### src/rtl/usbi_pkg.sv
// constants for the usb host interrupt event flags block
// assumes one 125 MHz clock shared with the command bus logic
//
// Overview of operation
// [RULE_01] events set sticky flags until software clears
// [RULE_02] irq needs flag, mask bit, global enable
// [RULE_03] write one clears flag, never sets
// [RULE_04] hardware only sets flags, never clears
// [RULE_05] flags read 03h, written 83h
// [RULE_06] mask read 04h, written 84h
// [RULE_07] bit 6: hub or port state changed
// [RULE_08] bit 5: frame counter bit 15 toggled
// [RULE_09] bit 4: non-usb system error detected
// [RULE_10] after fatal error, halt processing and signaling
// [RULE_11] software clears fatal flag after controller reset
// [RULE_12] bit 3: resume signaling starts from idle
// [RULE_13] no resume flag for software-entered resume
// [RULE_14] each frame start: sof token, bit 2
// [RULE_15] bit 0: schedule overrun in current frame
// [RULE_16] overrun also bumps two-bit overrun tally
// [RULE_17] mask bit position matches its flag
// [RULE_18] mask write sets ones, keeps zeros
// [RULE_19] mask read returns contents, no side effect
// [RULE_20] mask bit 31 one enables, zero ignored
// [RULE_21] mask-clear port 05h/85h clears ones
// [RULE_22] tally starts zero, wraps, counts regardless
// [RULE_23] reserved bits read zero, writes ignored
// [RULE_24] event beats simultaneous clear of flag
package usbi_pkg;
  // ********************************
  // command codes
  // ********************************
  localparam int CMD_W = 8;
  localparam int DATA_W = 32;
  localparam logic [7:0] CMD_RD_FLAGS = 8'h03;
  localparam logic [7:0] CMD_WR_FLAGS = 8'h83;
  localparam logic [7:0] CMD_RD_MASK = 8'h04;
  localparam logic [7:0] CMD_WR_MASK = 8'h84;
  localparam logic [7:0] CMD_RD_MCLR = 8'h05;
  localparam logic [7:0] CMD_WR_MCLR = 8'h85;
  // ********************************
  // field positions and reset values
  // ********************************
  localparam int BIT_SO = 0;
  localparam int BIT_FRAME_START = 2;
  localparam int BIT_RD = 3;
  localparam int BIT_FATAL_ERR = 4;
  localparam int BIT_FRAME_WRAP = 5;
  localparam int BIT_HUB_CHANGE = 6;
  localparam int BIT_GLOBAL_EN = 31;
  localparam int FRAME_MSB = 15;
  localparam logic [31:0] FLAG_VALID = 32'h0000007d;
  localparam logic [31:0] MASK_VALID = 32'h8000007d;
  localparam logic [31:0] FLAGS_RST = 32'h00000000;
  localparam logic [31:0] MASK_RST = 32'h00000000;
  localparam logic [1:0] TALLY_RST = 2'h0;
  localparam logic [1:0] TALLY_ONE = 2'h1;
  // bus access class of a command
  typedef enum logic [1:0] {
    ACC_NONE = 2'b00,
    ACC_READ = 2'b01,
    ACC_WRITE = 2'b10
  } usbi_acc_e;
endpackage

### src/rtl/usbi_sync.sv
// two-flop synchroniser for one asynchronous level
// assumes the clock enable of the host block
`timescale 1ns/1ps
module usbi_sync
  import usbi_pkg::*;
(
  input wire logic clk,
  input wire logic ce,
  input wire logic srst,
  input wire logic async_in,
  output logic sync_out
);
  typedef struct packed {
    logic s1;
    logic s2;
  } usbi_sync_s;
  usbi_sync_s s;
  usbi_sync_s next_s;
  // first stage feeds only the second
  always_comb begin
    next_s.s1 = async_in;
    next_s.s2 = s.s1;
  end
  always_ff @(posedge clk) begin
    if (srst) begin
      s <= '0;
    end else if (ce) begin
      s <= next_s;
    end
  end
  assign sync_out = s.s2;
endmodule

### src/rtl/usbi_change_det.sv
// change detector: pulses when a watched word differs from last cycle
// assumes the word comes from logic on the same clock
`timescale 1ns/1ps
module usbi_change_det
  import usbi_pkg::*;
#(
  parameter int W = 32
) (
  input wire logic clk,
  input wire logic ce,
  input wire logic srst,
  input wire logic [W-1:0] value,
  output logic changed
);
  typedef struct packed {
    logic [W-1:0] prev;
    logic primed;
  } usbi_chg_s;
  usbi_chg_s s;
  usbi_chg_s next_s;
  // primed blocks a false change on the first cycle after reset
  always_comb begin
    next_s.prev = value;
    next_s.primed = 1'b1;
  end
  always_ff @(posedge clk) begin
    if (srst) begin
      s <= '0;
    end else if (ce) begin
      s <= next_s;
    end
  end
  assign changed = s.primed && (value != s.prev);
endmodule

### src/rtl/usbi_top.sv
// interrupt event flags, mask and irq of the usb host controller
// assumes command bus and event sources share CLK, except RESUME_PIN
`timescale 1ns/1ps
module usbi_top
  import usbi_pkg::*;
(
  input wire logic CLK,
  input wire logic CE,
  input wire logic SRST,
  input wire logic HC_SW_RESET,
  input wire logic CMD_VALID,
  input wire logic [7:0] CMD_CODE,
  input wire logic [31:0] CMD_WDATA,
  output logic [31:0] RD_DATA,
  output logic RD_VALID,
  input wire logic [31:0] HUB_STATE,
  input wire logic [31:0] PORT1_STATE,
  input wire logic [31:0] PORT2_STATE,
  input wire logic [15:0] FRAME_NUMBER,
  input wire logic SYS_ERROR,
  input wire logic RESUME_PIN,
  input wire logic RESUME_ENTRY_SW,
  input wire logic FRAME_START,
  input wire logic SCHED_OVERRUN,
  output logic SOF_TOKEN,
  output logic [1:0] OVERRUN_TALLY,
  output logic PROCESS_HALT,
  output logic IRQ
);
  // ********************************
  // state
  // ********************************
  typedef struct packed {
    logic [31:0] flags;
    logic [31:0] mask;
    logic [1:0] tally;
    logic halt;
    logic sof;
    logic [31:0] rd_data;
    logic rd_valid;
    logic resume_d;
  } usbi_top_s;
  usbi_top_s s;
  usbi_top_s next_s;

  logic hub_chg;
  logic p1_chg;
  logic p2_chg;
  logic wrap_chg;
  logic resume_sync;
  logic [31:0] ev;
  logic [31:0] wr_mask_bits;
  usbi_acc_e acc;
  logic wr_flags;
  logic wr_mask;
  logic wr_mclr;
  logic any_read;

  // ********************************
  // event sources
  // ********************************
  usbi_change_det #(.W(32)) u_hub_chg (
    .clk(CLK),
    .ce(CE),
    .srst(SRST),
    .value(HUB_STATE),
    .changed(hub_chg)
  );
  usbi_change_det #(.W(32)) u_p1_chg (
    .clk(CLK),
    .ce(CE),
    .srst(SRST),
    .value(PORT1_STATE),
    .changed(p1_chg)
  );
  usbi_change_det #(.W(32)) u_p2_chg (
    .clk(CLK),
    .ce(CE),
    .srst(SRST),
    .value(PORT2_STATE),
    .changed(p2_chg)
  );
  // either direction of the msb counts as a wrap
  usbi_change_det #(.W(1)) u_wrap_chg (
    .clk(CLK),
    .ce(CE),
    .srst(SRST),
    .value(FRAME_NUMBER[FRAME_MSB]),
    .changed(wrap_chg)
  );
  // resume arrives straight from the usb lines
  usbi_sync u_resume_sync (
    .clk(CLK),
    .ce(CE),
    .srst(SRST),
    .async_in(RESUME_PIN),
    .sync_out(resume_sync)
  );

  // event vector in flag bit positions
  always_comb begin
    ev = 32'h00000000;
    ev[BIT_HUB_CHANGE] = hub_chg | p1_chg | p2_chg; // RULE_07
    ev[BIT_FRAME_WRAP] = wrap_chg; // RULE_08
    ev[BIT_FATAL_ERR] = SYS_ERROR; // RULE_09
    ev[BIT_RD] = resume_sync & ~s.resume_d & ~RESUME_ENTRY_SW; // RULE_12 RULE_13
    ev[BIT_FRAME_START] = FRAME_START; // RULE_14
    ev[BIT_SO] = SCHED_OVERRUN; // RULE_15
  end

  // ********************************
  // command decode
  // ********************************
  // the top bit of a code tells write from read
  always_comb begin
    acc = ACC_NONE;
    if (CMD_VALID) begin
      acc = CMD_CODE[CMD_W-1] ? ACC_WRITE : ACC_READ;
    end
  end
  assign wr_flags = (acc == ACC_WRITE) && (CMD_CODE == CMD_WR_FLAGS); // RULE_05
  assign wr_mask = (acc == ACC_WRITE) && (CMD_CODE == CMD_WR_MASK); // RULE_06
  assign wr_mclr = (acc == ACC_WRITE) && (CMD_CODE == CMD_WR_MCLR); // RULE_21
  assign any_read = (acc == ACC_READ);
  // reserved positions never reach the mask
  assign wr_mask_bits = CMD_WDATA & MASK_VALID; // RULE_17 RULE_23

  // ********************************
  // next state
  // ********************************
  always_comb begin
    next_s = s;
    next_s.resume_d = resume_sync;
    // no token goes out on the bus while processing is halted
    next_s.sof = FRAME_START & ~s.halt; // RULE_10 RULE_14
    next_s.rd_valid = 1'b0;
    // clear first, then set, so a same-cycle event survives
    if (wr_flags) begin
      next_s.flags = s.flags & ~CMD_WDATA; // RULE_03
    end
    next_s.flags = (next_s.flags | ev) & FLAG_VALID; // RULE_01 RULE_04 RULE_24
    if (wr_mask) begin
      next_s.mask = s.mask | wr_mask_bits; // RULE_18 RULE_20
    end else if (wr_mclr) begin
      next_s.mask = s.mask & ~wr_mask_bits; // RULE_21
    end
    // tally counts every overrun, wrapping 3 to 0
    if (SCHED_OVERRUN) begin
      next_s.tally = s.tally + TALLY_ONE; // RULE_16 RULE_22
    end
    // halt holds until the controller is reset with the error gone
    if (ev[BIT_FATAL_ERR]) begin
      next_s.halt = 1'b1; // RULE_10
    end else if (HC_SW_RESET) begin
      next_s.halt = 1'b0;
    end
    // reads have no side effect; unmapped codes read zero
    if (any_read) begin
      next_s.rd_valid = 1'b1;
      unique case (CMD_CODE)
        CMD_RD_FLAGS: next_s.rd_data = s.flags; // RULE_05
        CMD_RD_MASK: next_s.rd_data = s.mask; // RULE_19
        CMD_RD_MCLR: next_s.rd_data = s.mask; // RULE_21
        default: next_s.rd_data = 32'h00000000;
      endcase
    end
    // software reset of the controller clears flags, mask and tally
    if (HC_SW_RESET) begin
      next_s.flags = FLAGS_RST;
      next_s.mask = MASK_RST;
      next_s.tally = TALLY_RST;
    end
  end

  // ********************************
  // registers
  // ********************************
  // events seen while CE is low are not captured
  always_ff @(posedge CLK) begin
    if (SRST) begin
      s.flags <= FLAGS_RST;
      s.mask <= MASK_RST;
      s.tally <= TALLY_RST;
      s.halt <= 1'b0;
      s.sof <= 1'b0;
      s.rd_data <= 32'h00000000;
      s.rd_valid <= 1'b0;
      s.resume_d <= 1'b0;
    end else if (CE) begin
      s <= next_s;
    end
  end

  // ********************************
  // outputs
  // ********************************
  assign RD_DATA = s.rd_data;
  assign RD_VALID = s.rd_valid;
  assign SOF_TOKEN = s.sof;
  assign OVERRUN_TALLY = s.tally;
  assign PROCESS_HALT = s.halt;
  // three-way gate on registered state
  assign IRQ = s.mask[BIT_GLOBAL_EN] && |(s.flags & s.mask & FLAG_VALID); // RULE_02

  // ********************************
  // checks
  // ********************************
  a_event_sets_flag: assert property ( // RULE_01
    @(posedge CLK) disable iff (SRST)
    (CE && !HC_SW_RESET && |ev) |=> ((s.flags & $past(ev)) == ($past(ev) & FLAG_VALID))
  ) else $error("event did not set its flag");

  a_irq_needs_enable: assert property ( // RULE_02
    @(posedge CLK) disable iff (SRST)
    IRQ |-> (s.mask[BIT_GLOBAL_EN] && (s.flags & s.mask) != 32'h00000000)
  ) else $error("irq without enabled flag");

  a_clear_no_set: assert property ( // RULE_03
    @(posedge CLK) disable iff (SRST)
    (CE && wr_flags && !HC_SW_RESET && ev == 32'h00000000) |=>
      (s.flags == ($past(s.flags) & ~$past(CMD_WDATA)))
  ) else $error("flag write did not clear as written");

  a_flags_stay_set: assert property ( // RULE_04
    @(posedge CLK) disable iff (SRST)
    (CE && !wr_flags && !HC_SW_RESET) |=> ((s.flags & $past(s.flags)) == $past(s.flags))
  ) else $error("flag dropped without a clear");

  a_mask_set_ones: assert property ( // RULE_18
    @(posedge CLK) disable iff (SRST)
    (CE && wr_mask && !HC_SW_RESET) |=>
      (s.mask == ($past(s.mask) | $past(wr_mask_bits)))
  ) else $error("mask write not set-only");

  a_mask_clear_port: assert property ( // RULE_21
    @(posedge CLK) disable iff (SRST)
    (CE && wr_mclr) |=> ((s.mask & $past(wr_mask_bits)) == 32'h00000000)
  ) else $error("mask clear port left bits set");

  a_mask_read_back: assert property ( // RULE_19
    @(posedge CLK) disable iff (SRST)
    (CE && any_read && !HC_SW_RESET && CMD_CODE == CMD_RD_MASK) |=>
      (RD_VALID && RD_DATA == $past(s.mask) && $stable(s.mask))
  ) else $error("mask read wrong or had side effect");

  a_tally_counts: assert property ( // RULE_16
    @(posedge CLK) disable iff (SRST)
    (CE && SCHED_OVERRUN && !HC_SW_RESET) |=>
      (OVERRUN_TALLY == 2'($past(OVERRUN_TALLY) + TALLY_ONE) && s.flags[BIT_SO])
  ) else $error("overrun tally not bumped");

  a_error_halts: assert property ( // RULE_10
    @(posedge CLK) disable iff (SRST)
    (CE && SYS_ERROR) |=> PROCESS_HALT ##1 (PROCESS_HALT || $past(HC_SW_RESET))
  ) else $error("system error did not halt processing");

  a_sw_resume_quiet: assert property ( // RULE_13
    @(posedge CLK) disable iff (SRST)
    (CE && RESUME_ENTRY_SW && !s.flags[BIT_RD]) |=> !s.flags[BIT_RD]
  ) else $error("resume flag set by software entry");

  a_sof_token: assert property ( // RULE_14
    @(posedge CLK) disable iff (SRST)
    (CE && FRAME_START && !HC_SW_RESET && !PROCESS_HALT) |=>
      (SOF_TOKEN && s.flags[BIT_FRAME_START])
  ) else $error("frame start missed token or flag");

  a_reserved_zero: assert property ( // RULE_23
    @(posedge CLK) disable iff (SRST)
    ((s.flags & ~FLAG_VALID) == 32'h00000000) && ((s.mask & ~MASK_VALID) == 32'h00000000)
  ) else $error("reserved bit set");

  // paths from each event source into its flag and on to irq
  a_irq_follows_event: assert property ( // RULE_02
    @(posedge CLK) disable iff (SRST)
    (CE && !HC_SW_RESET && !wr_mclr && s.mask[BIT_GLOBAL_EN] &&
      (ev & s.mask) != 32'h00000000) |=> IRQ
  ) else $error("enabled event raised no irq");

  a_global_en_set: assert property ( // RULE_20
    @(posedge CLK) disable iff (SRST)
    (CE && wr_mask && CMD_WDATA[BIT_GLOBAL_EN] && !HC_SW_RESET) |=> s.mask[BIT_GLOBAL_EN]
  ) else $error("global enable not set by write");

  a_global_en_keep: assert property ( // RULE_20
    @(posedge CLK) disable iff (SRST)
    (CE && wr_mask && !CMD_WDATA[BIT_GLOBAL_EN] && !HC_SW_RESET) |=>
      (s.mask[BIT_GLOBAL_EN] == $past(s.mask[BIT_GLOBAL_EN]))
  ) else $error("zero write changed global enable");

  a_hub_sets_flag: assert property ( // RULE_07
    @(posedge CLK) disable iff (SRST)
    (CE && !HC_SW_RESET && (hub_chg || p1_chg || p2_chg)) |=> s.flags[BIT_HUB_CHANGE]
  ) else $error("hub change flag not set");

  a_wrap_sets_flag: assert property ( // RULE_08
    @(posedge CLK) disable iff (SRST)
    (CE && !HC_SW_RESET && wrap_chg) |=> s.flags[BIT_FRAME_WRAP]
  ) else $error("frame wrap flag not set");

  a_error_sets_flag: assert property ( // RULE_09
    @(posedge CLK) disable iff (SRST)
    (CE && SYS_ERROR && !HC_SW_RESET) |=> s.flags[BIT_FATAL_ERR]
  ) else $error("system error flag not set");

  a_resume_sets_flag: assert property ( // RULE_12
    @(posedge CLK) disable iff (SRST)
    (CE && !HC_SW_RESET && resume_sync && !s.resume_d && !RESUME_ENTRY_SW) |=>
      s.flags[BIT_RD]
  ) else $error("resume flag not set");

  a_halt_no_sof: assert property ( // RULE_10
    @(posedge CLK) disable iff (SRST)
    (CE && PROCESS_HALT) |=> !SOF_TOKEN
  ) else $error("sof token sent while halted");

  a_tally_holds: assert property ( // RULE_22
    @(posedge CLK) disable iff (SRST)
    (CE && !SCHED_OVERRUN && !HC_SW_RESET) |=> $stable(OVERRUN_TALLY)
  ) else $error("tally moved without overrun");

  a_mclr_keeps_zeros: assert property ( // RULE_21
    @(posedge CLK) disable iff (SRST)
    (CE && wr_mclr && !HC_SW_RESET) |=>
      ((s.mask | $past(wr_mask_bits)) == ($past(s.mask) | $past(wr_mask_bits)))
  ) else $error("mask clear port touched zero bits");

  // read answers and same-cycle priorities
  a_flags_read_back: assert property ( // RULE_05
    @(posedge CLK) disable iff (SRST)
    (CE && any_read && CMD_CODE == CMD_RD_FLAGS) |=>
      (RD_VALID && RD_DATA == $past(s.flags))
  ) else $error("flag read returned wrong data");

  a_read_one_cycle: assert property ( // RULE_05
    @(posedge CLK) disable iff (SRST)
    (CE && !any_read) |=> !RD_VALID
  ) else $error("read answer without a read");

  a_set_beats_clear: assert property ( // RULE_24
    @(posedge CLK) disable iff (SRST)
    (CE && wr_flags && !HC_SW_RESET) |=> ((s.flags & $past(ev)) == $past(ev))
  ) else $error("event lost to a same-cycle clear");

  a_sw_reset_clears: assert property ( // RULE_04
    @(posedge CLK) disable iff (SRST)
    (CE && HC_SW_RESET) |=>
      (s.flags == FLAGS_RST && s.mask == MASK_RST && OVERRUN_TALLY == TALLY_RST)
  ) else $error("controller reset left state behind");
endmodule

### config.mk
export PLATFORM = sky130hd
export DESIGN_NAME = usbi_top
export DESIGN_NICKNAME = d
export VERILOG_FILES = /design/src/rtl/usbi_pkg.sv /design/src/rtl/usbi_sync.sv /design/src/rtl/usbi_change_det.sv /design/src/rtl/usbi_top.sv
export SDC_FILE = /design/constraint.sdc
export NUM_CORES = 1
export LEC_CHECK = 0
export ABC_AREA = 1
export BUFFER_PORTS_ARGS = -buffer_cell sky130_fd_sc_hd__buf_2
export CELL_PAD_IN_SITES_DETAIL_PLACEMENT = 1
export CELL_PAD_IN_SITES_GLOBAL_PLACEMENT = 1
export CORE_AREA = 2 2 142 144
export CTS_BUF_LIST = sky130_fd_sc_hd__clkbuf_16
export DETAILED_ROUTE_END_ITERATION = 6
export DIE_AREA = 0 0 144 146
export PLACE_DENSITY = 0.8
export REMOVE_ABC_BUFFERS = 1
export SETUP_SLACK_MARGIN = 0.05
export SYNTH_ARGS = -nofsm -noshare
export SYNTH_HDL_FRONTEND = slang
export SYNTH_SLANG_ARGS = --single-unit
export TNS_END_PERCENT = 10
### constraint.sdc
create_clock -name CLK -period 1.55 [get_ports CLK]
set_clock_uncertainty 0.2 [all_clocks]
set_input_delay 0.2325 -clock CLK [delete_from_list [all_inputs] [get_ports CLK]]
set_output_delay 0.2325 -clock CLK [all_outputs]
set_load 0.01 [all_outputs]
# Yosys cells after proc, flatten, opt, wreduce, memory -nomap -nowiden
# Index checks and enable logic that the tools add are counted.
[classes]
add_sub_neg = 1
eq_ne = 12
muxes = 11
n_bitwise = 15
n_reduce_logical = 17
[op_table]
columns = ["op", "n"]
rows = [
  ["$ne 32x32->1", 3],
  ["$mux 32", 2],
  ["$pmux 32 s2", 1],
  ["$mux 41", 1],
  ["$and 32x32->32", 1],
  ["$not 32->32", 1],
  ["$or 32x32->32", 1],
  ["$eq 8x8->1 const B", 3],
  ["$eq 8x3->1 const B", 2],
  ["$and 7x7->7", 2],
  ["$eq 8x2->1 const B", 1],
  ["$logic_and 1x1->1", 8],
  ["$reduce_and 2->1", 4],
  ["$mux 7", 1],
  ["$not 7->7", 1],
  ["$or 7x7->7", 1],
  ["$mux 2", 3],
  ["$reduce_or 6->1", 1],
  ["$reduce_bool 2->1", 2],
  ["$and 1x1->1", 3],
  ["$mux 1", 3],
  ["$not 1->1", 3],
  ["$reduce_bool 3->1", 1],
  ["$add 2x1->2 const B", 1],
  ["5 further kinds", 6],
]
[word_totals]
ff_bits = 177
inputBits = 162
out_inout_bits = 38
wordCells = 71

# Logic depth before layout (Yosys ltp)
# Gate-level depths: netlist of run 1.
[logic_depth]
word_depth = 7
depth_mapped = 13
ltp_nobuf = 13

# Hierarchy
# From an unflattened synthesis of run 1, not the netlist that was laid out.
[unflattened]
cells_unflattened = 1148
hier_area_um2 = 7105.6
[modules_own_cells]
columns = ["module", "instances", "cells_per_inst", "area_per_inst_um2", "seq_area_each_um2"]
rows = [
  ["usbi_change_det at u_hub_chg ...", 3, 294, 1761.7, 660.6],
  ["usbi_top", 1, 239, 1649.1, 540.5],
  ["usbi_change_det at u_wrap_chg", 1, 14, 87.6, 40.0],
  ["usbi_sync", 1, 13, 83.8, 40.0],
]

# Worst setup path after synthesis of run 1
# OpenSTA, ideal clock, no wires.
[synth_timing]
path_kind = "flip-flop to flip-flop"
start = "register u_p1_chg.s[21] (netlist name)"
end = "register s[76] (netlist name)"
setup_time_ns = 0.132
t_arrival_ns = 1.054
required_time_ns = 1.218
setup_slack_ns = 0.164
stages_incl_launch_ff = 14
path_buffers = 0
synth_period_minus_slack_ns = 1.386
path_cell_list = "dfxtp_1 inv_1 nand2_1 nand2_1 nor2_1 nand2_1 nor2_1 nand2_1 nor2_1 nand3_1 nand2_1 nand2_1 nand2_1 a21oi_1"
[synth_between]
elab_chain_len = 6
[synth_rtl]
columns = ["element", "line", "source"]
rows = [
  ["start, declared", "usbi_change_det.sv:19", "usbi_chg_s s;"],
  ["start signal, assigned", "usbi_change_det.sv:30", "s <= next_s;"],
  ["$ne 32x32->1", "usbi_change_det.sv:33", "assign changed = s.primed && (value != s.prev);"],
  ["$logic_and 1x1->1", "usbi_change_det.sv:33", ""],
  ["$or 1x1->1 (2 in series)", "usbi_top.sv:103", "ev[BIT_HUB_CHANGE] = hub_chg | p1_chg | p2_chg;"],
  ["$or 7x7->7", "usbi_top.sv:141", "next_s.flags = (next_s.flags | ev) & FLAG_VALID;"],
  ["$mux 41", "usbi_top.sv:168", "if (HC_SW_RESET) begin"],
  ["end signal, assigned", "usbi_top.sv:190", "s <= next_s;"],
  ["end, declared", "usbi_top.sv:43", "usbi_top_s s;"],
]
# Every way passes these cells.
# A chain may end at the register's enable or synchronous reset.

# Worst setup path after layout of run 1
[layout_timing]
start = "register s[70] (netlist name)"
end = "output port IRQ"
[layout_between]
elab_chain_len = 3
[layout_rtl]
columns = ["element", "line", "source"]
rows = [
  ["$and 7x7->7", "usbi_top.sv:203", "assign IRQ = s.mask[BIT_GLOBAL_EN] && |(s.flags & s.mask & FLAG_VALID);"],
  ["$reduce_or 6->1", "usbi_top.sv:203", ""],
  ["$logic_and 1x1->1", "usbi_top.sv:203", ""],
  ["end, declared", "usbi_top.sv:28", "output logic IRQ"],
]
# Every way passes these cells.

==> summary.md, run 1 <==
| Metric | Value |
|---|---|
| Status | `finished with violations` |
| Failing checks | `setup timing` |
| Worst relative slew slack | `69.57%` |
| Post-route minimum period | `1830 ps` |
| Flops & latches, synth | `127` |
| Crit end category | `output port` |
| Clock Power Share | `between 40% and 50%` |
| Yosys cell types | `34` |
| Largest area contributor in the netlist | `dfxtp_1` |
| CTS Buf Count | `17` |
| RSZ-0062 raised after global routing | `yes` |
| Leakage power | `a little under 5 nW` |
| Most frequent cells after synthesis | `nand2_1 (231), nor2_1 (195), inv_1 (156)` |
| Placed instance area | `0.007792 mm2` |
| All-Layer GR Usage | `20.95%` |
| Hold Path Cell Cnt | `5` |
| Fin Hold WS | `22.57 ps` |
| Max Buffers Root-to-Sink | `2` |
| Synth Instances | `1043` |
| Combinational Power Share | `15.5%` |
| FF-to-FF End | `s[76]` |
| Largest net degree at the start of global routing | `104` |
| Max Slew Vio Count | `0` |
| Worst R2R Start | `u_p2_chg.s[9]` |
| H-tree depth | `4` |
| Crit share post-route | `118.0%` |
| Initial antenna violation count | `1` |
| Hold EP | `s[74]` |
| CTS root buffer | `clkbuf_16` |
| NetSw | `~0.0025 W` |
| VDD IR-drop max | `0.7296 mV` |
| Antenna-violating nets left | `0` |
| Synthesized area | `0.006693 mm2` |
| DR DRC count | `0` |
| Number of port buffers | `159` |
| Gpl congestion | `0.7443` |
| Hold Path Origin | `CMD_CODE[3]` |
| Core Rows | `between 50 and 60` |
| Sw Share | `26.44%` |
| Hold WC Path Type | `in -> reg` |
| Count of max-cap constraint violations | `0` |
| Area share of the largest cell type after synthesis | `37.99%` |
| Internal | `just under 0.007 W` |
| Filler instances | `2543` |
| Die Height | `between 100 and 150 um` |
| Routed len/inst | `between 10 and 15 um` |
| Post-DP HPWL | `13300 um` |
| Die X | `144 um` |
| Arrival time of the worst setup path | `1400 ps` |
| FFs w/ async S/R, synth | `0%` |
| Worst setup margin | `-279.6 ps` |
| # diodes | `0` |
| I/O pins | `200` |
| Iteration count of the initial detailed-routing pass | `5` |
| Iter 0 DRT Violations | `217` |
| Reg clk slew, reported paths | `about 60 ps` |
| Worst-Skew Late Latency | `420 ps` |
| Layout area overhead | `43.99%` |
| Post-Route WL | `21100 um` |
| Post-synth EDFFs | `0` |
| Hold Vio Cnt, Final | `0` |
| CP Max Fanout | `2` |
| WP data required | `about 1100 ps` |
| Primary FF master, synth | `dfxtp_1` |
| Worst-Margin Slew | `456.4 ps` |
| Vias | `7332` |
| Final setup fails | `2` |
| CTS tree | `done` |
| Pwr dens | `968.2 mW/mm2` |
| Largest cells by area after synthesis | `dfxtp_1 (38%), nand2_1 (13%), nor2_1 (11%)` |
| Peak Freq | `between 500 and 600 MHz` |
| Vias/cell | `4.608` |
| Congestion Overflow GR | `0` |
| Most frequent cell after synthesis | `nand2_1` |
| CP startpoint kind | `flop` |
| First-pass GRT wire length | `35920 um` |
| Die Footprint | `0.02102 mm2` |
| R2R depth | `11` |
| Sequential Power Share | `38.8%` |
| Seq/Total Area, Yosys | `37.99%` |
| Layout cell share with drive strength beyond 1 | `21.27%` |
| Fin area | `0.009637 mm2` |
| Multi-input gate area | `0.003153 mm2` |
| Yosys warns | `0` |
| Nets | `1475` |
| FF-to-FF setup slack | `-160 ps` |
| Mean Syn Cell Area | `6.417 um2` |
| Crit Path Category | `reg -> out` |
| Sink Count | `~130` |
| Register cell area after layout | `0.002557 mm2` |
| Vias in the first global route | `about 8000` |
| Initial Util | `34.61%` |
| Core area | `0.01933 mm2` |
## logic make-up after synthesis
kind of cell,share of synthesized area (%)
flops,37.99
compound gates,15.91
xor+xnor,3.664
simple gates,26.94
buf+inv,15.50
## repair_timing
item                       4_1_cts  5_1_grt
hold buffers                   115        0
hold endpoints to repair       116        0
resized for setup               12       18
buffers inserted                 0        1
pin swaps                        2        8
setup endpoints to repair       27       34
## registers in the layout (all words and copies together) (netlist names), 2 cells and up
register,count
s,14
RD_DATA,8
u_p2_chg.s,33
u_hub_chg.s,32
OVERRUN_TALLY,2
u_p1_chg.s,32
## worst max-delay path by stage
stage	start	to	slack, ps	depth (start not counted)
finish	s[70]	IRQ	-280	5
floorplan	RD_DATA[30]	RD_DATA[30]	-860	2
global route	s[70]	IRQ	-330	5
detailed placement	u_p1_chg.s[19]	s[76]	-180	13
CTS	s[38]	IRQ	-280	5
global placement	u_p1_chg.s[22]	s[76]	-160	13
## worst max-delay path, cell delays in order (launching register included)
cell and delay (ps):
dfxtp_2 320, inv_2 60, o22ai_2 90, a221oi_2 200
a31oi_1 140, buf_2 160
## metal layers
metal	GRT usage, %	up-vias	wire (um)
li1	-	3730	-
met1	22.80	3463	8984
met2	40.19	106	11020
met3	3.817	31	724
met4	6.667	2	355
met5	0	-	13
## power groups by stage
stage | sequential, W | combinational, W | clock (W)
4_1_cts | 0.00362 | 0.00142 | 0.00436
2_1_floorplan | 0.00366 | 0.000635 | 0
3_5_place_dp | 0.00369 | 0.00118 | 0
6_report | 0.00362 | 0.00144 | 0.00426
5_1_grt | 0.00365 | 0.00165 | 0.00449
3_3_place_gp | 0.00367 | 0.00113 | 0
## cell usage in the layout (no fill, tap or decap), types with 2 or more instances in the layout
master	instances
o21ai_0	111
dlygate4sd3_1	114
nand2_1	230
dfxtp_2	9
buf_4	44
inv_1	151
o21ai_1	6
clkinv_2	5
a21oi_1	73
nor2_1	187
xor2_1	28
nor2_2	10
buf_2	157
dfxtp_1	117
inv_2	8
o221ai_1	2
nand3_4	2
o311ai_0	3
nand3_1	3
nor3_1	12
clkbuf_16	17
bufinv_16	4
inv_4	2
buf_12	4
nand2_2	3
nand4_1	2
clkinv_4	3
clkinvlp_4	2
## final cells by class
class / count / share of cell area [%]
clock buffers: 17 / 4.414
clock inverters: 15 / 2.012
inverters: 162 / 6.375
multi-input cells: 684 / 32.72
flip-flops and latches: 127 / 26.54
well taps: 265 / 3.441
repair buffers: 321 / 24.50
## metrics by stage
stage	TNS [ps]	util [%]	power, W	setup WS (ps)	cells
after floorplan	-65280	-	0.004294	-862.5	973
final	-441.8	49.84	0.009330	-279.6	1591
after detailed placement	-266.8	40.30	0.004864	-182.8	1443
after CTS	-715.3	49.60	0.009394	-284.3	1590
after global placement	-172.9	40.30	0.004798	-163.8	1443
after global routing	-618.8	49.84	0.009788	-327.4	1591
(Power assumes the default switching activity.)
==> inputs of run 2 (changes only) <==
--- a/config.mk
+++ b/config.mk
@@ -15,7 +15,8 @@
 export DIE_AREA = 0 0 144 146
 export PLACE_DENSITY = 0.8
 export REMOVE_ABC_BUFFERS = 1
-export SETUP_SLACK_MARGIN = 0.05
+export SETUP_SLACK_MARGIN = 0.1
+export SLEW_MARGIN = 10
 export SYNTH_ARGS = -nofsm -noshare
 export SYNTH_HDL_FRONTEND = slang
 export SYNTH_SLANG_ARGS = --single-unit
==> summary.md, run 2 (synthesized netlist as in run 1, its figures left out) <==
| Metric | Value |
|---|---|
| Congestion Overflow GR | `0 (unchanged)` |
| H-tree depth | `4 (unchanged)` |
| Hold Path Cell Cnt | `3 (was 5)` |
| RSZ-0062 raised after global routing | `yes (unchanged)` |
| Worst-Skew Late Latency | `420 ps (about the same)` |
| Hold Vio Cnt, Final | `1 (was 0)` |
| Biggest register | `u_p2_chg.s (unchanged)` |
| Die Footprint | `0.02102 mm2 (unchanged)` |
| Register cell area after layout | `0.002559 mm2 (was 0.002557 mm2)` |
| Initial antenna violation count | `1 (unchanged)` |
| Vias/cell | `4.669 (was 4.608)` |
| Routed len/inst | `13.95 um (was 13.26 um)` |
| CP bufs+invs | `2 (unchanged)` |
| Filler instances | `2523 (was 2543)` |
| Worst-Margin Slew | `486.3 ps (was 456.4 ps)` |
| First-pass GRT wire length | `36200 um (was 35920 um)` |
| Fin Hold WS | `-1.471 ps (was 22.57 ps)` |
| I/O pins | `200 (unchanged)` |
| Iteration count of the initial detailed-routing pass | `4 (was 5)` |
| WP data required | `1120 ps (about the same)` |
| Arrival time of the worst setup path | `1400 ps (about the same)` |
| Hold WC Path Type | `in -> reg (unchanged)` |
| Largest registers | `u_p2_chg.s x33, u_hub_chg.s x32, u_p1_chg.s x32 (unchanged)` |
| Crit share post-route | `118.2% (was 118.0%)` |
| Core Rows | `51 (unchanged)` |
| CP Max Fanout | `2 (unchanged)` |
| Worst relative slew slack | `67.58% (was 69.57%)` |
| VDD IR-drop max | `0.7342 mV (was 0.7296 mV)` |
| Crit end category | `output port (unchanged)` |
| # diodes | `0 (unchanged)` |
| Sink Count | `127 (unchanged)` |
| Multi-input gate area | `0.003148 mm2 (was 0.003153 mm2)` |
| CTS tree | `done (unchanged)` |
| Leading cell types in the layout, fill and taps excluded | `nand2_1 (230), nor2_1 (187), inv_1 (151) (was nand2_1 (230), nor2_1 (187), buf_2 (157))` |
| Max Buffers Root-to-Sink | `2 (unchanged)` |
| Final setup fails | `2 (unchanged)` |
| Crit. path cell count | `5 (unchanged)` |
| Leakage power | `4.903 nW (was 4.892 nW)` |
| Worst path cell trace | `inv_2 > o22ai_2 > a221oi_2 > a31oi_1 > buf_2 (unchanged)` |
| Top delay family on crit path | `compound AO/OA/AOI/OAI gates (unchanged)` |
| Iter 0 DRT Violations | `253 (was 217)` |
| CTS Buf Count | `17 (unchanged)` |
| Post-route minimum period | `1832 ps (was 1830 ps)` |
| Layout area overhead | `46.51% (was 43.99%)` |
| Nets | `1475 (unchanged)` |
| Pwr dens | `953.5 mW/mm2 (was 968.2 mW/mm2)` |
| CP startpoint kind | `flop (unchanged)` |
| Max Slew Vio Count | `0 (unchanged)` |
| R2R depth | `12 (was 11)` |
| Core area | `0.01933 mm2 (unchanged)` |
| DR DRC count | `0 (unchanged)` |
| Reg clk slew, reported paths | `60 ps (about the same)` |
| Peak Freq | `545.8 MHz (was 546.6 MHz)` |
| Initial Util | `34.61% (unchanged)` |
| Dpl ws | `-182.8 ps (unchanged)` |
| Status | `finished with violations (unchanged)` |
| Worst setup margin | `-282.3 ps (was -279.6 ps)` |
| Slowest cell on crit path | `dfxtp_2 (unchanged)` |
| FF-to-FF setup slack | `-240 ps (was -160 ps)` |
| Die Height | `146 um (unchanged)` |
| Number of port buffers | `159 (unchanged)` |
| Layout cell share with drive strength beyond 1 | `21.42% (was 21.27%)` |
| Vias in the first global route | `7997 (was 7951)` |
| Die X | `144 um (unchanged)` |
| Largest net degree at the start of global routing | `104 (unchanged)` |
| Util after Layout | `50.72% (was 49.84%)` |
| CTS root buffer | `clkbuf_16 (unchanged)` |
| Biggest cell delay along the critical path | `320 ps (about the same)` |
| Post-Route WL | `22200 um (was 21100 um)` |
| Max FFs per register | `33 (unchanged)` |
| Most common cell after layout, fill and taps aside | `nand2_1 (unchanged)` |
| All-Layer GR Usage | `21.10% (was 20.95%)` |
| Antenna-violating nets left | `0 (unchanged)` |
| Post-DP HPWL | `13300 um (unchanged)` |
| Failing checks | `hold timing, setup timing (was setup timing)` |
| Gpl congestion | `0.7443 (unchanged)` |
| Vias | `7428 (was 7332)` |
| Count of max-cap constraint violations | `0 (unchanged)` |
| Crit Path Category | `reg -> out (unchanged)` |
[run 2: layout make-up]
type	instances	share of cell area [%]
Inverter	162	6.291
Clock buffer	17	4.338
Tap cell	265	3.381
Timing Repair Buffer	321	25.81
Clock inverter	15	1.978
Sequential cell	127	26.09
Multi-Input combinational cell	684	32.10
[run 2: where the power goes]
part | internal [W] | switching [W]
clock network | 0.00268 | 0.00159
logic | 0.000696 | 0.000756
registers | 0.00348 | 0.000147
[run 2: layer usage]
| layer | global-route usage [%] | routed length (um) | vias up |
|---|---|---|---|
| li1 | - | - | 3728 |
| met1 | 22.93 | 9213 | 3532 |
| met2 | 40.52 | 11650 | 123 |
| met3 | 3.817 | 779 | 43 |
| met4 | 6.765 | 539 | 2 |
| met5 | 0 | 13 | - |
[run 2: metrics by stage]
step	setup TNS [ps]	area, um2	instances	total power [W]
final	-525.3	9806	1591	0.009350
after global routing	-708.7	9806	1591	0.009795
after CTS	-602.1	9590	1590	0.009392
after detailed placement	-266.8	7792	1443	0.004864
after global placement	-172.9	7792	1443	0.004798
after floorplan	-65280	6267	973	0.004294
[run 2: tightest hold or removal path: stages]
cell and delay [ps]:
buf_2 110, o21ai_1 100, a21oi_1 140
[run 2: path summary, 6_finish.rpt]
path,startpoint,end
setup / recovery,s[70],IRQ
hold / removal,HC_SW_RESET,OVERRUN_TALLY[0]
setup reg to reg,u_hub_chg.s[10],s[76]
hold reg to reg,s[0],s[0]
[run 2: what timing repair did]
| action | in CTS | in global routing |
|---|---|---|
| resized for setup | 14 | 46 |
| cloned | 0 | 0 |
| hold buffers | 114 | 0 |
| pin swaps | 2 | 5 |
| endpoints found under the hold margin | 116 | 0 |
| setup endpoints to repair | 27 | 32 |
| setup buffers | 1 | 1 |
==> inputs of run 3 (changes only) <==
--- a/config.mk
+++ b/config.mk
@@ -14,7 +14,6 @@
 export DETAILED_ROUTE_END_ITERATION = 6
 export DIE_AREA = 0 0 144 146
 export PLACE_DENSITY = 0.8
-export REMOVE_ABC_BUFFERS = 1
 export SETUP_SLACK_MARGIN = 0.1
 export SLEW_MARGIN = 10
 export SYNTH_ARGS = -nofsm -noshare
==> summary.md, run 3 (synthesized netlist as in run 1, its figures left out) <==
| Metric | Value |
|---|---|
| Vias | `7505 (was 7428)` |
| Biggest cell delay along the critical path | `350 ps (was 320 ps)` |
| Routed len/inst | `14.13 um (was 13.95 um)` |
| Max FFs per register | `33 (unchanged)` |
| Clock Power Share | `43.6% (was 45.7%)` |
| Mapped Nets | `1205` |
| CTS tree | `done (unchanged)` |
| Die Height | `146 um (unchanged)` |
| Initial antenna violation count | `6 (was 1)` |
| Sw Share | `26.44% (was 26.63%)` |
| Worst-Margin Slew | `389.9 ps (was 486.3 ps)` |
| Die X | `144 um (unchanged)` |
| Core Rows | `51 (unchanged)` |
| Core area | `0.01933 mm2 (unchanged)` |
| Congestion Overflow GR | `0 (unchanged)` |
| CP Max Fanout | `2 (unchanged)` |
| Pwr dens | `921.5 mW/mm2 (was 953.5 mW/mm2)` |
| Leading cell types in the layout, fill and taps excluded | `nand2_1 (228), nor2_1 (184), inv_1 (152) (was nand2_1 (230), nor2_1 (187), inv_1 (151))` |
| Top delay family on crit path | `compound AO/OA/AOI/OAI gates (unchanged)` |
| Post-DP HPWL | `14250 um (was 13300 um)` |
| Worst relative slew slack | `73.92% (was 67.58%)` |
| Sink Count | `127 (unchanged)` |
| Worst-Skew Late Latency | `410 ps (was 420 ps)` |
| Slowest cell on crit path | `dfxtp_2 (unchanged)` |
| Peak Freq | `520.2 MHz (was 545.8 MHz)` |
| Failing checks | `setup timing (was hold timing, setup timing)` |
| Sequential Power Share | `39.9% (was 38.8%)` |
| Die Footprint | `0.02102 mm2 (unchanged)` |
| Antenna-violating nets left | `0 (unchanged)` |
| VDD IR-drop max | `0.7550 mV (was 0.7342 mV)` |
| Final total power | `0.009105 W (was 0.009350 W)` |
| CTS root buffer | `clkbuf_16 (unchanged)` |
| NetSw | `0.002407 W (was 0.002490 W)` |
| Count of max-cap constraint violations | `0 (unchanged)` |
| CP bufs+invs | `2 (unchanged)` |
| Arrival time of the worst setup path | `1490 ps (was 1400 ps)` |
| CP startpoint kind | `flop (unchanged)` |
| Number of port buffers | `159 (unchanged)` |
| Largest registers | `u_p2_chg.s x33, u_hub_chg.s x32, u_p1_chg.s x32 (unchanged)` |
| Status | `finished with violations (unchanged)` |
| WP data required | `1120 ps (about the same)` |
| Vias in the first global route | `8061 (was 7997)` |
| Vias/cell | `4.656 (was 4.669)` |
| I/O pins | `200 (unchanged)` |
| Most common cell after layout, fill and taps aside | `nand2_1 (unchanged)` |
| Gpl congestion | `0.7961 (was 0.7443)` |
| Filler instances | `2557 (was 2523)` |
| Combinational Power Share | `16.4% (was 15.5%)` |
| Dpl ws | `-284.2 ps (was -182.8 ps)` |
| Internal | `0.006698 W (was 0.006860 W)` |
| Post-route minimum period | `1922 ps (was 1832 ps)` |
| Largest net degree at the start of global routing | `94 (was 104)` |
| DR DRC count | `0 (unchanged)` |
| Max Slew Vio Count | `0 (unchanged)` |
| Leakage power | `4.991 nW (was 4.903 nW)` |
| Nets | `1490 (was 1475)` |
| First-pass GRT wire length | `36890 um (was 36200 um)` |
| Crit end category | `output port (unchanged)` |
| Iter 0 DRT Violations | `229 (was 253)` |
| Initial Util | `34.61% (unchanged)` |
| Crit Path Category | `reg -> out (unchanged)` |
| Biggest register | `u_p2_chg.s (unchanged)` |
| H-tree depth | `4 (unchanged)` |
| Reg clk slew, reported paths | `60 ps (about the same)` |
| Hold Vio Cnt, Final | `0 (was 1)` |
| Worst path cell trace | `inv_2 > o22ai_2 > a221oi_2 > a31oi_1 > buf_2 (unchanged)` |
| Layout area overhead | `47.64% (was 46.51%)` |
| Iteration count of the initial detailed-routing pass | `4 (unchanged)` |
| Final setup fails | `2 (unchanged)` |
| Crit share post-route | `124.0% (was 118.2%)` |
| Post-Route WL | `22780 um (was 22200 um)` |
| CTS Buf Count | `17 (unchanged)` |
| Fin area | `0.009881 mm2 (was 0.009806 mm2)` |
| Worst setup margin | `-372.3 ps (was -282.3 ps)` |
| All-Layer GR Usage | `21.70% (was 21.10%)` |
| RSZ-0062 raised after global routing | `yes (unchanged)` |
| Placed instance area | `0.007953 mm2 (was 0.007792 mm2)` |
| Layout cell share with drive strength beyond 1 | `23.79% (was 21.42%)` |
| Hold WC Path Type | `in -> reg (unchanged)` |
| Max Buffers Root-to-Sink | `2 (unchanged)` |
## run 3: cell types whose count changed in the layout (fill, tap and decap cells not counted), moves of 6 or more
cell,delta
diode_2,+6
buf_4,+16
buf_6,-16
buf_2,+15
dfxtp_1,-11
dfxtp_2,+11
## run 3: metal layers
layer,vias up,wire (um),track usage (%)
met1,3549,9350,23.15
li1,3758,-,-
met3,54,972,4.607
met5,-,0,0
met2,144,11770,39.98
met4,0,684,10.49
## run 3: area by class of cell
cell class              count  area (um2)  share of cell area (%)
multi-input cells         684        3189                   32.28
inverters                 162       611.8                   6.192
diodes                      6       15.01                  0.1520
clock buffers              17       425.4                   4.305
repair buffers            336        2581                   26.12
well taps                 265       331.6                   3.356
flip-flops and latches    127        2572                   26.04
clock inverters            15       153.9                   1.558
## run 3: final timing paths
path	startpoint	endpoint	slack, ps	cells past startpoint
max reg2reg	u_p1_chg.s[21]	s[76]	-200	13
max	s[70]	IRQ	-370	5
min reg2reg	RD_VALID	RD_VALID	270	2
min	PORT1_STATE[28]	u_p1_chg.s[29]	30	4
## run 3: worst reg2reg max path, stage by stage (launching register included)
cell	delay, ps
dfxtp_1	350
inv_1	50
nand2_1	50
nand2_1	50
nor2_1	160
nand2_1	110
nor2_2	170
nand2_4	70
nor2_4	110
nand3_2	80
nand2_1	70
nand2_1	50
nand2_1	70
a21oi_2	50
## run 3: metrics by stage
step	TNS (ps)	util (%)	hold WS (ps)	instances
CTS	-430.0	50.26	11.03	1604
global route	-779.7	51.09	31.72	1611
floorplan	0	-	150.0	1043
finish	-568.9	51.10	31.75	1612
detailed placement	-561.3	41.13	239.5	1461
global placement	-312.0	41.13	231.7	1461
## run 3: timing repair
item / in CTS / in global routing
endpoints found under the setup margin: 27 / 30
gates resized for setup: 36 / 29
cloned: 0 / 2
pin swaps: 8 / 7
hold buffers: 111 / 0
setup buffers: 0 / 0
hold endpoints to repair: 113 / 0
## run 3: power groups by stage
stage	Combinational (W)	Sequential [W]	Clock (W)
4_1_cts	0.00146	0.00363	0.00409
2_1_floorplan	0.000727	0.00365	0
3_3_place_gp	0.00117	0.00367	0
5_1_grt	0.00169	0.00366	0.00424
6_report	0.00149	0.00364	0.00397
3_5_place_dp	0.00123	0.00369	0
